## config.mk

```make
export PLATFORM = sky130hd
export DESIGN_NAME = sync_dynamic_termination_ctl
export DESIGN_NICKNAME = d
export VERILOG_FILES = /design/src/term_ctl_pkg.sv /design/src/sync_dynamic_termination_ctl.sv
export SDC_FILE = /design/constraint.sdc
export NUM_CORES = 1
export LEC_CHECK = 0
export ABC_AREA = 1
export BUFFER_PORTS_ARGS = -buffer_cell sky130_fd_sc_hd__clkbuf_2
export CORE_ASPECT_RATIO = 0.9
export CORE_MARGIN = 2
export CORE_UTILIZATION = 46
export CTS_CLUSTER_SIZE = 12
export DETAILED_ROUTE_END_ITERATION = 6
export GPL_TIMING_DRIVEN = 1
export MAX_ROUTING_LAYER = met4
export PLACE_DENSITY = 0.74
export SLEW_MARGIN = 20
export SYNTH_ARGS = -nofsm -noshare
export SYNTH_HDL_FRONTEND = slang
export SYNTH_SLANG_ARGS = --single-unit
export TNS_END_PERCENT = 100
```

## constraint.sdc

```tcl
create_clock -name aclk -period 11.7 [get_ports aclk]
set_input_delay 1.17 -clock aclk [delete_from_list [all_inputs] [get_ports aclk]]
set_output_delay 1.17 -clock aclk [all_outputs]
set_load 0.03 [all_outputs]
```

## src/term_ctl_pkg.sv

```systemverilog
package term_ctl_pkg;

  // register byte offsets
  localparam logic [7:0] ctrl_off = 8'h00;
  localparam logic [7:0] mode_one_off = 8'h04;
  localparam logic [7:0] mode_two_off = 8'h08;
  localparam logic [7:0] mode_five_off = 8'h0c;
  localparam logic [7:0] status_off = 8'h10;

  // control register fields
  localparam int dll_en_bit = 0;
  localparam int dll_lock_bit = 1;
  localparam int two_pre_bit = 2;
  localparam int crc_bit = 3;
  localparam int cas_wl_lsb = 8;
  localparam int add_lat_lsb = 16;
  localparam int par_lat_lsb = 24;
  localparam int lat_w = 6;

  // mode register fields
  localparam int nom_lsb = 8;
  localparam int wr_lsb = 9;
  localparam int park_lsb = 6;
  localparam int str_w = 3;

  // reset values
  localparam logic [31:0] ctrl_rst = 32'h0000_0903;
  localparam logic [31:0] mode_rst = 32'h0000_0000;

  // latency offsets and write and read release margins
  localparam logic [lat_w-1:0] lat_one_pre = 6'h02;
  localparam logic [lat_w-1:0] lat_two_pre = 6'h03;
  localparam logic [lat_w-1:0] rel_chop = 6'h04;
  localparam logic [lat_w-1:0] rel_chop_two = 6'h05;
  localparam logic [lat_w-1:0] rel_full = 6'h06;
  localparam logic [lat_w-1:0] rel_seven = 6'h07;
  localparam logic [lat_w-1:0] rel_eight = 6'h08;

  // pipeline depth for delayed requests
  localparam int pipe_depth = 64;

  // mapped and unmapped address answers
  localparam logic [1:0] resp_okay = 2'b00;
  localparam logic [1:0] resp_slverr = 2'b10;

  // termination selection
  typedef enum logic [1:0] {sel_off, sel_park, sel_nom, sel_wr} term_sel_t;

endpackage : term_ctl_pkg

```

## src/sync_dynamic_termination_ctl.sv

```systemverilog
`timescale 1ns/1ps

module sync_dynamic_termination_ctl #(
  parameter int depth = term_ctl_pkg::pipe_depth
) (
  // clock and reset
  input wire logic aclk,
  input wire logic aresetn,
  // axi4-lite write address
  input wire logic [7:0] s_axi_awaddr,
  input wire logic s_axi_awvalid,
  output logic s_axi_awready,
  // axi4-lite write data
  input wire logic [31:0] s_axi_wdata,
  input wire logic [3:0] s_axi_wstrb,
  input wire logic s_axi_wvalid,
  output logic s_axi_wready,
  // axi4-lite write response
  output logic [1:0] s_axi_bresp,
  output logic s_axi_bvalid,
  input wire logic s_axi_bready,
  // axi4-lite read address
  input wire logic [7:0] s_axi_araddr,
  input wire logic s_axi_arvalid,
  output logic s_axi_arready,
  // axi4-lite read data
  output logic [31:0] s_axi_rdata,
  output logic [1:0] s_axi_rresp,
  output logic s_axi_rvalid,
  input wire logic s_axi_rready,
  // memory link pins
  input wire logic mem_clk,
  input wire logic termination_control_pin,
  input wire logic write_cmd,
  input wire logic read_cmd,
  input wire logic burst_chop_four,
  // termination outputs
  output logic [2:0] term_strength,
  output logic [1:0] term_select,
  output logic term_enable
);

  logic [31:0] ctrl_q;
  logic [31:0] mode_one_q;
  logic [31:0] mode_two_q;
  logic [31:0] mode_five_q;

  // sampled link inputs, three stages each
  logic [2:0] clk_s_q;
  logic [2:0] pin_s_q;
  logic [2:0] wr_s_q;
  logic [2:0] rd_s_q;
  logic [2:0] bc_s_q;
  logic pin_lvl_q;
  logic edge_q;

  // axi write channel state
  logic aw_held_q;
  logic w_held_q;
  logic [7:0] aw_addr_q;
  logic [31:0] w_data_q;
  logic [3:0] w_strb_q;

  // link cycle pipeline
  logic [depth-1:0] nom_pipe_q;
  logic [depth-1:0] wr_on_pipe_q;
  logic [depth-1:0] wr_off_pipe_q;
  logic [depth-1:0] rd_off_pipe_q;
  logic [depth-1:0] rd_on_pipe_q;
  logic wr_act_q;
  logic rd_act_q;
  logic nom_act_q;

  localparam int lat_w_c = term_ctl_pkg::lat_w;
  logic two_pre;
  logic sync_mode;
  logic dyn_en;
  logic [lat_w_c-1:0] wl;
  logic [lat_w_c-1:0] base_lat;
  logic [lat_w_c-1:0] wr_rel;
  logic [lat_w_c-1:0] rd_rel;

  function automatic logic field_sel(input logic [7:0] a, input logic [7:0] off);
    field_sel = (a[7:2] == off[7:2]);
  endfunction : field_sel

  function automatic logic [31:0] merge(input logic [31:0] old, input logic [31:0] d, input logic [3:0] s);
    logic [31:0] r;
    r = old;
    for (int i = 0; i < 4; i++)
    begin
      if (s[i])
      begin
        r[i*8 +: 8] = d[i*8 +: 8];
      end
    end
    merge = r;
  endfunction : merge

  function automatic logic pipe_tap(input logic [depth-1:0] p, input logic [lat_w_c-1:0] lat);
    pipe_tap = (lat == '0) ? 1'b0 : p[lat - 6'h01];
  endfunction : pipe_tap

  // latency arithmetic
  assign two_pre = ctrl_q[term_ctl_pkg::two_pre_bit];
  assign sync_mode = ctrl_q[term_ctl_pkg::dll_en_bit] & ctrl_q[term_ctl_pkg::dll_lock_bit];
  assign dyn_en = sync_mode & (mode_two_q[9] | mode_two_q[10]);
  assign wl = ctrl_q[term_ctl_pkg::cas_wl_lsb +: lat_w_c] + ctrl_q[term_ctl_pkg::add_lat_lsb +: lat_w_c]
    + ctrl_q[term_ctl_pkg::par_lat_lsb +: lat_w_c];
  assign base_lat = wl - (two_pre ? term_ctl_pkg::lat_two_pre : term_ctl_pkg::lat_one_pre);

  // write release offset by chop, crc and preamble
  always_comb
  begin
    if (bc_s_q[2])
    begin
      if (ctrl_q[term_ctl_pkg::crc_bit])
      begin
        wr_rel = two_pre ? term_ctl_pkg::rel_eight : term_ctl_pkg::rel_seven;
      end
      else
      begin
        wr_rel = two_pre ? term_ctl_pkg::rel_chop_two : term_ctl_pkg::rel_chop;
      end
    end
    else if (ctrl_q[term_ctl_pkg::crc_bit] && two_pre)
    begin
      wr_rel = term_ctl_pkg::rel_eight;
    end
    else if (ctrl_q[term_ctl_pkg::crc_bit] || two_pre)
    begin
      wr_rel = term_ctl_pkg::rel_seven;
    end
    else
    begin
      wr_rel = term_ctl_pkg::rel_full;
    end
  end

  // read re-enable offset, burst over two plus preamble margin
  always_comb
  begin
    if (bc_s_q[2])
    begin
      rd_rel = two_pre ? term_ctl_pkg::rel_chop_two : term_ctl_pkg::rel_chop;
    end
    else
    begin
      rd_rel = two_pre ? term_ctl_pkg::rel_seven : term_ctl_pkg::rel_full;
    end
  end

  // link input sampling and mem_clk rising edge detect
  always_ff @(posedge aclk)
  begin
    if (!aresetn)
    begin
      clk_s_q <= '0;
      pin_s_q <= '0;
      wr_s_q <= '0;
      rd_s_q <= '0;
      bc_s_q <= '0;
      pin_lvl_q <= 1'b0;
      edge_q <= 1'b0;
    end
    else
    begin
      clk_s_q <= {clk_s_q[1:0], mem_clk};
      pin_s_q <= {pin_s_q[1:0], termination_control_pin};
      wr_s_q <= {wr_s_q[1:0], write_cmd};
      rd_s_q <= {rd_s_q[1:0], read_cmd};
      bc_s_q <= {bc_s_q[1:0], burst_chop_four};
      edge_q <= (clk_s_q[2:1] == 2'b01);
      if (pin_s_q[2] == pin_s_q[1])
      begin
        pin_lvl_q <= pin_s_q[2];
      end
    end
  end

  // request delay lines, one shift per link cycle
  always_ff @(posedge aclk)
  begin
    if (!aresetn || !sync_mode)
    begin
      nom_pipe_q <= '0;
      wr_on_pipe_q <= '0;
      wr_off_pipe_q <= '0;
      rd_off_pipe_q <= '0;
      rd_on_pipe_q <= '0;
    end
    else if (edge_q)
    begin
      nom_pipe_q <= {nom_pipe_q[depth-2:0], pin_lvl_q};
      wr_on_pipe_q <= {wr_on_pipe_q[depth-2:0], wr_s_q[2] & dyn_en};
      wr_off_pipe_q <= {wr_off_pipe_q[depth-2:0], 1'b0};
      rd_off_pipe_q <= {rd_off_pipe_q[depth-2:0], rd_s_q[2]};
      rd_on_pipe_q <= {rd_on_pipe_q[depth-2:0], 1'b0};
      if (wr_s_q[2] && dyn_en)
      begin
        // placed so that it reaches the top bit after the full release latency
        wr_off_pipe_q <= {wr_off_pipe_q[depth-2:0], 1'b0}
          | (depth'(1) << (depth - (int'(base_lat) + int'(wr_rel))));
      end
      if (rd_s_q[2])
      begin
        rd_on_pipe_q <= {rd_on_pipe_q[depth-2:0], 1'b0}
          | (depth'(1) << (depth - (int'(base_lat) + int'(rd_rel))));
      end
    end
  end

  // override windows, nominal follows pin with direct latency
  always_ff @(posedge aclk)
  begin
    if (!aresetn || !sync_mode)
    begin
      wr_act_q <= 1'b0;
      rd_act_q <= 1'b0;
      nom_act_q <= 1'b0;
    end
    else if (edge_q)
    begin
      nom_act_q <= (base_lat == '0) ? pin_lvl_q : pipe_tap(nom_pipe_q, base_lat);
      if (wr_off_pipe_q[depth-1])
      begin
        wr_act_q <= 1'b0;
      end
      else if (pipe_tap(wr_on_pipe_q, base_lat))
      begin
        wr_act_q <= 1'b1;
      end
      if (rd_on_pipe_q[depth-1])
      begin
        rd_act_q <= 1'b0;
      end
      else if (pipe_tap(rd_off_pipe_q, base_lat))
      begin
        rd_act_q <= 1'b1;
      end
    end
  end

  // termination output, one aclk after the latency expires
  always_ff @(posedge aclk)
  begin
    if (!aresetn)
    begin
      term_select <= term_ctl_pkg::sel_off;
      term_strength <= '0;
      term_enable <= 1'b0;
    end
    else if (rd_act_q)
    begin
      term_select <= term_ctl_pkg::sel_off;
      term_strength <= '0;
      term_enable <= 1'b0;
    end
    else if (wr_act_q)
    begin
      term_select <= term_ctl_pkg::sel_wr;
      term_strength <= mode_two_q[term_ctl_pkg::wr_lsb +: term_ctl_pkg::str_w];
      term_enable <= 1'b1;
    end
    else if (nom_act_q && mode_one_q[term_ctl_pkg::nom_lsb +: term_ctl_pkg::str_w] != '0)
    begin
      term_select <= term_ctl_pkg::sel_nom;
      term_strength <= mode_one_q[term_ctl_pkg::nom_lsb +: term_ctl_pkg::str_w];
      term_enable <= 1'b1;
    end
    else
    begin
      term_select <= term_ctl_pkg::sel_park;
      term_strength <= mode_five_q[term_ctl_pkg::park_lsb +: term_ctl_pkg::str_w];
      term_enable <= (mode_five_q[term_ctl_pkg::park_lsb +: term_ctl_pkg::str_w] != '0);
    end
  end

  // axi write address and data capture
  always_ff @(posedge aclk)
  begin
    if (!aresetn)
    begin
      aw_held_q <= 1'b0;
      w_held_q <= 1'b0;
      aw_addr_q <= '0;
      w_data_q <= '0;
      w_strb_q <= '0;
      s_axi_awready <= 1'b0;
      s_axi_wready <= 1'b0;
    end
    else
    begin
      s_axi_awready <= !aw_held_q && !s_axi_awready && !s_axi_bvalid;
      s_axi_wready <= !w_held_q && !s_axi_wready && !s_axi_bvalid;
      if (s_axi_awvalid && s_axi_awready)
      begin
        aw_held_q <= 1'b1;
        aw_addr_q <= s_axi_awaddr;
      end
      if (s_axi_wvalid && s_axi_wready)
      begin
        w_held_q <= 1'b1;
        w_data_q <= s_axi_wdata;
        w_strb_q <= s_axi_wstrb;
      end
      if (aw_held_q && w_held_q)
      begin
        aw_held_q <= 1'b0;
        w_held_q <= 1'b0;
      end
    end
  end

  // register writes and write response
  always_ff @(posedge aclk)
  begin
    if (!aresetn)
    begin
      ctrl_q <= term_ctl_pkg::ctrl_rst;
      mode_one_q <= term_ctl_pkg::mode_rst;
      mode_two_q <= term_ctl_pkg::mode_rst;
      mode_five_q <= term_ctl_pkg::mode_rst;
      s_axi_bvalid <= 1'b0;
      s_axi_bresp <= term_ctl_pkg::resp_okay;
    end
    else
    begin
      if (s_axi_bvalid && s_axi_bready)
      begin
        s_axi_bvalid <= 1'b0;
      end
      if (aw_held_q && w_held_q)
      begin
        s_axi_bvalid <= 1'b1;
        s_axi_bresp <= term_ctl_pkg::resp_okay;
        if (field_sel(aw_addr_q, term_ctl_pkg::ctrl_off))
        begin
          ctrl_q <= merge(ctrl_q, w_data_q, w_strb_q);
        end
        else if (field_sel(aw_addr_q, term_ctl_pkg::mode_one_off))
        begin
          mode_one_q <= merge(mode_one_q, w_data_q, w_strb_q);
        end
        else if (field_sel(aw_addr_q, term_ctl_pkg::mode_two_off))
        begin
          mode_two_q <= merge(mode_two_q, w_data_q, w_strb_q);
        end
        else if (field_sel(aw_addr_q, term_ctl_pkg::mode_five_off))
        begin
          mode_five_q <= merge(mode_five_q, w_data_q, w_strb_q);
        end
        else if (!field_sel(aw_addr_q, term_ctl_pkg::status_off))
        begin
          s_axi_bresp <= term_ctl_pkg::resp_slverr;
        end
      end
    end
  end

  // register reads
  always_ff @(posedge aclk)
  begin
    if (!aresetn)
    begin
      s_axi_arready <= 1'b0;
      s_axi_rvalid <= 1'b0;
      s_axi_rdata <= '0;
      s_axi_rresp <= term_ctl_pkg::resp_okay;
    end
    else
    begin
      s_axi_arready <= !s_axi_arready && !s_axi_rvalid;
      if (s_axi_rvalid && s_axi_rready)
      begin
        s_axi_rvalid <= 1'b0;
      end
      if (s_axi_arvalid && s_axi_arready)
      begin
        s_axi_rvalid <= 1'b1;
        s_axi_rresp <= term_ctl_pkg::resp_okay;
        s_axi_rdata <= '0;
        if (field_sel(s_axi_araddr, term_ctl_pkg::ctrl_off))
        begin
          s_axi_rdata <= ctrl_q;
        end
        else if (field_sel(s_axi_araddr, term_ctl_pkg::mode_one_off))
        begin
          s_axi_rdata <= mode_one_q;
        end
        else if (field_sel(s_axi_araddr, term_ctl_pkg::mode_two_off))
        begin
          s_axi_rdata <= mode_two_q;
        end
        else if (field_sel(s_axi_araddr, term_ctl_pkg::mode_five_off))
        begin
          s_axi_rdata <= mode_five_q;
        end
        else if (field_sel(s_axi_araddr, term_ctl_pkg::status_off))
        begin
          s_axi_rdata <= {24'h000000, dyn_en, sync_mode, nom_act_q, wr_act_q, rd_act_q,
            term_enable, term_select};
        end
        else
        begin
          s_axi_rresp <= term_ctl_pkg::resp_slverr;
        end
      end
    end
  end

endmodule : sync_dynamic_termination_ctl

```

Word-level counts from Yosys, hierarchy flattened
Cells that the tools add are included.
{"block": "totals", "ff_bits": 561, "inputBits": 64, "output_inout_bits": 47, "wordCells": 181}
{"block": "classes", "add_sub_neg": 8, "order_cmp": 1, "eq_ne": 10, "shifts": 2, "mux": 49, "bitwise_logic": 10, "reduce_logical": 54}
{"operator": "$mux 32", "count": 4}
{"operator": "$mux 64", "count": 2}
{"operator": "$or 64x64->64", "count": 2}
{"operator": "$shl 1x32->64 const A", "count": 2}
{"operator": "$mux 2", "count": 13}
{"operator": "$eq 6x2->1 const B", "count": 4}
{"operator": "$reduce_and 6->1", "count": 4}
{"operator": "$mux 1", "count": 20}
{"operator": "$reduce_and 5->1", "count": 4}
{"operator": "$bmux 1 s6", "count": 3}
{"operator": "$logic_not 6->1", "count": 3}
{"operator": "$reduce_and 4->1", "count": 4}
{"operator": "$sub 7x7->8 const A", "count": 2}
{"operator": "$add 6x6->7", "count": 2}
{"operator": "$logic_and 1x1->1", "count": 14}
{"operator": "$add 6x6->6", "count": 2}
{"operator": "$eq 6x1->1 const B", "count": 2}
{"operator": "$eq 6x3->1 const B", "count": 2}
{"operator": "$mux 4", "count": 3}
{"operator": "$reduce_and 3->1", "count": 4}
{"operator": "$logic_not 1->1", "count": 9}
{"operator": "$mux 8", "count": 1}
{"operator": "$reduce_bool 2->1", "count": 4}
{"operator": "$lt 6x7->1 const B", "count": 1}
{"operator": "13 further kinds", "count": 23}

Depth between registers and ports, before layout
{"block": "depth", "ltp_word": 9, "ltp_mapped": 22, "depth_no_buf": 21}

Worst setup path before layout
Ideal clock, no wire load.
{"block": "synth_path", "path_kind": "flip-flop to flip-flop", "from": "register ctrl_q[9]", "to": "register wr_off_pipe_q[30]", "setup_time_ns": 0.070, "arrival_time_ns": 3.803, "required_ns": 11.630, "setup_slack_ns": 7.827, "path_stages_with_launch": 15, "path_buffers": 1, "synth_period_minus_slack_ns": 3.873, "cell_sequence": "dfxtp_1 ha_1 fa_1 ha_1 fa_1 inv_1 ha_1 inv_1 fa_1 xnor2_2 inv_1 clkbuf_1 nor3_1 nand3_1 a21oi_1"}
{"block": "synth_between", "elab_chain_cells": 8}
{"item": "start: declaration", "line_no": "sync_dynamic_termination_ctl.sv:43", "text": "logic [31:0] ctrl_q;"}
{"item": "start signal: assignment", "line_no": "sync_dynamic_termination_ctl.sv:320", "text": "ctrl_q <= term_ctl_pkg::ctrl_rst;"}
{"item": "start signal: assignment", "line_no": "sync_dynamic_termination_ctl.sv:339", "text": "ctrl_q <= merge(ctrl_q, w_data_q, w_strb_q);"}
{"item": "$add 6x6->6", "line_no": "sync_dynamic_termination_ctl.sv:108", "text": "assign wl = ctrl_q[term_ctl_pkg::cas_wl_lsb +: lat_w_c] + ctrl_q[term_ctl_pkg::add_lat_lsb +: lat_w_c]"}
{"item": "$add 6x6->6", "line_no": "sync_dynamic_termination_ctl.sv:109", "text": "+ ctrl_q[term_ctl_pkg::par_lat_lsb +: lat_w_c];"}
{"item": "$sub 6x2->6", "line_no": "sync_dynamic_termination_ctl.sv:110", "text": "assign base_lat = wl - (two_pre ? term_ctl_pkg::lat_two_pre : term_ctl_pkg::lat_one_pre);"}
{"item": "$add 6x6->7", "line_no": "sync_dynamic_termination_ctl.sv:203", "text": "| (depth'(1) << (depth - (int'(base_lat) + int'(wr_rel))));"}
{"item": "$sub 7x7->8", "line_no": "sync_dynamic_termination_ctl.sv:203"}
{"item": "$shl 1x32->64", "line_no": "sync_dynamic_termination_ctl.sv:203"}
{"item": "$or 64x64->64", "line_no": "sync_dynamic_termination_ctl.sv:203"}
{"item": "$mux 64", "line_no": "sync_dynamic_termination_ctl.sv:199", "text": "if (wr_s_q[2] && dyn_en)"}
{"item": "end signal: assignment", "line_no": "sync_dynamic_termination_ctl.sv:196", "text": "wr_off_pipe_q <= {wr_off_pipe_q[depth-2:0], 1'b0};"}
{"item": "end signal: assignment", "line_no": "sync_dynamic_termination_ctl.sv:202", "text": "wr_off_pipe_q <= {wr_off_pipe_q[depth-2:0], 1'b0}"}
{"item": "end: declaration", "line_no": "sync_dynamic_termination_ctl.sv:67", "text": "logic [depth-1:0] wr_off_pipe_q;"}
Every way passes these cells.
A chain may end at the register's enable or synchronous reset.

Worst setup path after layout
{"block": "layout_path", "from": "register ctrl_q[17]", "to": "register wr_off_pipe_q[43]"}
Same word-level chain as after synthesis.

==> impl_metrics.xml <==
<?xml version="1.0" encoding="UTF-8"?>
<metrics>
  <group name="global_routing">
    <metric name="grt_use_met2" unit="%">33.7</metric>
    <metric name="most_used_routing_layer_in_global_routing" unit="">met2</metric>
    <metric name="grt_pass1_wl" unit="mm">102</metric>
    <metric name="grt_start_max_net_pins" unit="">131</metric>
    <metric name="met3_usage" unit="%">3.20</metric>
    <metric name="global_route.overflow_total" unit="">0</metric>
    <metric name="groute.usage.overall" unit="%">22.7</metric>
    <metric name="grt_antenna_before_repair" unit="">0</metric>
    <metric name="first_global_vias" unit="">20061</metric>
    <metric name="global_route.usage.met1" unit="%">31.8</metric>
  </group>
  <group name="finish">
    <metric name="final_nets" unit="">3423</metric>
    <metric name="share_of_post_route_cells_with_drive_strength_above_1" unit="%">8.68</metric>
    <metric name="syn_to_final_growth" unit="%">10.0</metric>
    <metric name="mostFrequentLayoutCell" unit="">nand2_1</metric>
    <metric name="top_library_cells_by_usage_in_the_layout_fill_and_taps_aside" unit="">nand2_1 (741), dfxtp_1 (556), a21oi_1 (436)</metric>
    <metric name="instances_no_fill" unit="">4052</metric>
  </group>
  <group name="logic_synthesis">
    <metric name="synth_cell_type_count" unit="">48</metric>
    <metric name="cell_area_after_synthesis" unit="mm^2">0.0243</metric>
    <metric name="synth-seq-cells" unit="">557</metric>
    <metric name="synth_area_leaders" unit="">dfxtp_1 (46%), nand2_1 (11%), a21oi_1 (9.0%)</metric>
    <metric name="syn_area_per_cell" unit="um^2">7.22</metric>
    <metric name="yosysTopAreaCellShare" unit="%">45.9</metric>
    <metric name="async_set_reset_flop_share_out_of_synthesis" unit="%">0</metric>
    <metric name="share_of_the_yosys_chip_area_belonging_to_registers" unit="%">45.9</metric>
    <metric name="post_synth_inst_count" unit="">3366</metric>
    <metric name="synth-edff-count" unit="">0</metric>
    <metric name="synth-warning-count" unit="">0</metric>
    <metric name="synth_top_cell_by_area" unit="">dfxtp_1</metric>
    <metric name="yosys_most_used_dff" unit="">dfxtp_1</metric>
  </group>
  <group name="pwr">
    <metric name="leakagePower" unit="uW">0.0101</metric>
    <metric name="power.share.clock" unit="%">45.1</metric>
    <metric name="maximum_vdd_drop" unit="mV">0.111</metric>
    <metric name="switching_power" unit="uW">942</metric>
    <metric name="total_power" unit="uW">3940</metric>
    <metric name="share_comb_of_total_power" unit="%">5.2</metric>
    <metric name="p_per_area" unit="mW/mm^2">147</metric>
    <metric name="swShare" unit="%">23.9</metric>
    <metric name="seq_power_share" unit="%">49.7</metric>
    <metric name="internal_power" unit="uW">3000</metric>
  </group>
  <group name="clock_tree">
    <metric name="worstSkewPairLatency" unit="ns">0.66</metric>
    <metric name="clock-sinks" unit="">557</metric>
    <metric name="hold_buffers" unit="">0</metric>
    <metric name="clock_tree_from_tritoncts" unit="">done</metric>
    <metric name="tritoncts.num_buffers" unit="">57</metric>
    <metric name="clk_transition_reported_paths" unit="ns">0.06</metric>
    <metric name="cts_resized" unit="">0</metric>
    <metric name="cts-root-buf" unit="">clkbuf_16</metric>
    <metric name="cts_setup_buffers" unit="">0</metric>
    <metric name="h-tree-depth" unit="">2</metric>
    <metric name="max-clock-path-buffers" unit="">3</metric>
  </group>
  <group name="floorplan">
    <metric name="top_level_ports" unit="">111</metric>
    <metric name="die_height" unit="um">222</metric>
    <metric name="die_w" unit="um">246</metric>
    <metric name="placement_rows" unit="">79</metric>
    <metric name="initial_utilization" unit="%">46.8</metric>
    <metric name="die-area" unit="mm^2">0.0547</metric>
    <metric name="coreArea" unit="mm^2">0.0520</metric>
  </group>
  <group name="critical_path">
    <metric name="critical-path-max-stage-delay" unit="ns">0.68</metric>
    <metric name="timing.critical_path.slowest_stage_cell" unit="">xnor2_2</metric>
    <metric name="timing.critical_path.to_type" unit="">register</metric>
    <metric name="setup.worst_path.start" unit="">ctrl_q[17]$_SDFFE_PN0P_</metric>
    <metric name="path_max_fanout" unit="">17</metric>
    <metric name="startpoint_type_of_the_worst_setup_path" unit="">register</metric>
    <metric name="required" unit="ns">12.22</metric>
    <metric name="cp_num_cells" unit="">13</metric>
    <metric name="critical-path-top-delay-family" unit="">adder cells</metric>
    <metric name="reg2reg_from" unit="">ctrl_q[17]$_SDFFE_PN0P_</metric>
    <metric name="critPathBufInv" unit="">3</metric>
    <metric name="worst_ep_arrival_time" unit="ns">5.58</metric>
    <metric name="crit_path_cell_trace" unit="">ha_1, fa_1, ha_1, fa_1, inv_1, ha_1, inv_1, fa_1, xnor2_2, inv_1, nor3_1, nand3_1, a21oi_1</metric>
    <metric name="path_class" unit="">register to register</metric>
    <metric name="reg2regPathDepth" unit="">13</metric>
  </group>
  <group name="timing">
    <metric name="timing.final.hold_violations" unit="">0</metric>
    <metric name="fin_worst_hold_slack" unit="ns">0.369</metric>
    <metric name="postLayoutSetupSlackWorst" unit="ns">6.63</metric>
    <metric name="grt_setup_unrepaired" unit="">no</metric>
    <metric name="setup_total_negative_slack" unit="ns">0</metric>
    <metric name="finalMaxSlewViolations" unit="">0</metric>
    <metric name="worst_slew_pin_slew" unit="ns">1.14</metric>
    <metric name="fin_crit" unit="ns">5.07</metric>
    <metric name="timing.max_slew.rel_slack" unit="%">23.7</metric>
    <metric name="final-setup-viol-count" unit="">0</metric>
    <metric name="clk_skew" unit="ns">0.0704</metric>
    <metric name="achievable-frequency" unit="MHz">197</metric>
    <metric name="timing.final.crit_share" unit="%">43.3</metric>
  </group>
  <group name="detailed_routing">
    <metric name="route.antenna.remaining_nets" unit="">0</metric>
    <metric name="drt_pass1_iterations" unit="">6</metric>
    <metric name="wirelength" unit="mm">61.7</metric>
    <metric name="avgRoutedWirePerCell" unit="um">15.2</metric>
    <metric name="initialDrtViolationCount" unit="">2226</metric>
    <metric name="post-route-drc-count" unit="">0</metric>
    <metric name="avgViaCountPerCell" unit="">5.43</metric>
    <metric name="num_vias" unit="">21993</metric>
  </group>
  <group name="min_path">
    <metric name="timing.hold.worst.start" unit="">clk_s_q[2]$_SDFF_PN0_</metric>
    <metric name="hold_path.class" unit="">register to register</metric>
    <metric name="worst_hold_path.num_cells" unit="">1</metric>
  </group>
  <group name="placement">
    <metric name="gpl.final_weighted_congestion" unit="">0.814</metric>
    <metric name="placed_cells" unit="">3953</metric>
    <metric name="dp_slack" unit="ns">6.75</metric>
    <metric name="place.detailed.hpwl" unit="mm">36.5</metric>
    <metric name="buffer_ports.inserted" unit="">104</metric>
  </group>
  <group name="flow_run">
    <metric name="cap_violations" unit="">0</metric>
  </group>
  <group name="run_status">
    <metric name="status" unit="">finished clean</metric>
  </group>
</metrics>
cell usage after synthesis, drive strengths merged, types with 10 or more instances:
library cell and instances:
o22ai 17, ha 27, a21oi 487, o21ai 351, nand4 33, nor2 384, nand3 204, clkbuf 178
inv 182, buf 52, nand2 747, dfxtp 557, nor3 65, a31oi 10
worst register-to-register path, delay by kind of cell, from the launching register on:
kind                       cells  cell delay [ns]
adders and majority gates      6             2.38
AOI/OAI and AO/OA              1             0.18
buffers and inverters          3             0.72
and+or+nand+nor                2             0.53
xor gates and xnor gates       1             0.68
DFF                            1             0.47
layout make-up:
type / instances / area, um^2
Tap cell: 688 / 861
Inverter: 190 / 728
Sequential cell: 557 / 11200
Timing Repair Buffer: 128 / 707
Fill cell: 5143 / 25200
Clock buffer: 88 / 1650
Multi-Input combinational cell: 2390 / 11500
Clock inverter: 10 / 168
Antenna cell: 1 / 2.50
routing by layer:
| layer | part of all wire, % | wire, um |
|---|---|---|
| met1 | 47 | 29000 |
| met2 | 44 | 27300 |
| met3 | 6.3 | 3870 |
| met4 | 2.5 | 1530 |
| met5 | 0 | 0 |
metrics by stage:
stage | utilization, % | cell area (um^2)
2_1_floorplan | - | 24300
3_3_place_gp | 47.9 | 24900
3_5_place_dp | 47.9 | 24900
4_1_cts | 51.4 | 26700
5_1_grt | 51.4 | 26700
6_report | 51.4 | 26700
power by group through the flow:
| stage | Combinational (uW) | Sequential, uW | Clock (uW) |
|---|---|---|---|
| global placement | 202 | 2000 | 0 |
| finish | 206 | 1960 | 1780 |
| floorplan | 138 | 2000 | 0 |
| CTS | 204 | 1960 | 1810 |
| detailed placement | 204 | 2000 | 0 |
| global route | 228 | 1960 | 1890 |
final timing paths:
| path | slack [ns] | endpoint |
|---|---|---|
| worst max-delay path | 6.63 | wr_off_pipe_q[43]$_SDFFE_PP0P_ |
| worst min-delay path | 0.37 | edge_q$_SDFF_PN0_ |
| worst max register to register | 6.63 | wr_off_pipe_q[43]$_SDFFE_PP0P_ |
| worst min register to register | 0.37 | edge_q$_SDFF_PN0_ |
sequential cells by signal, summed over array words and instances, names as in the netlist, 64 cells and up:
register       flops
nom_pipe_q        64
rd_off_pipe_q     64
rd_on_pipe_q      64
wr_off_pipe_q     64
wr_on_pipe_q      64
kinds of logic (layout without fill, tap and decap cells):
logic type	after synthesis	in the layout	synth area share (%)
flops	557	557	45.9
fa+ha+maj	35	35	2.05
xor+xnor	7	7	0.499
buf+inv	420	416	7.10
other cells	1	3	0.0154
compound gates	905	905	20.0
simple gates	1441	1441	24.5
Power figures use the tool's default switching activity.
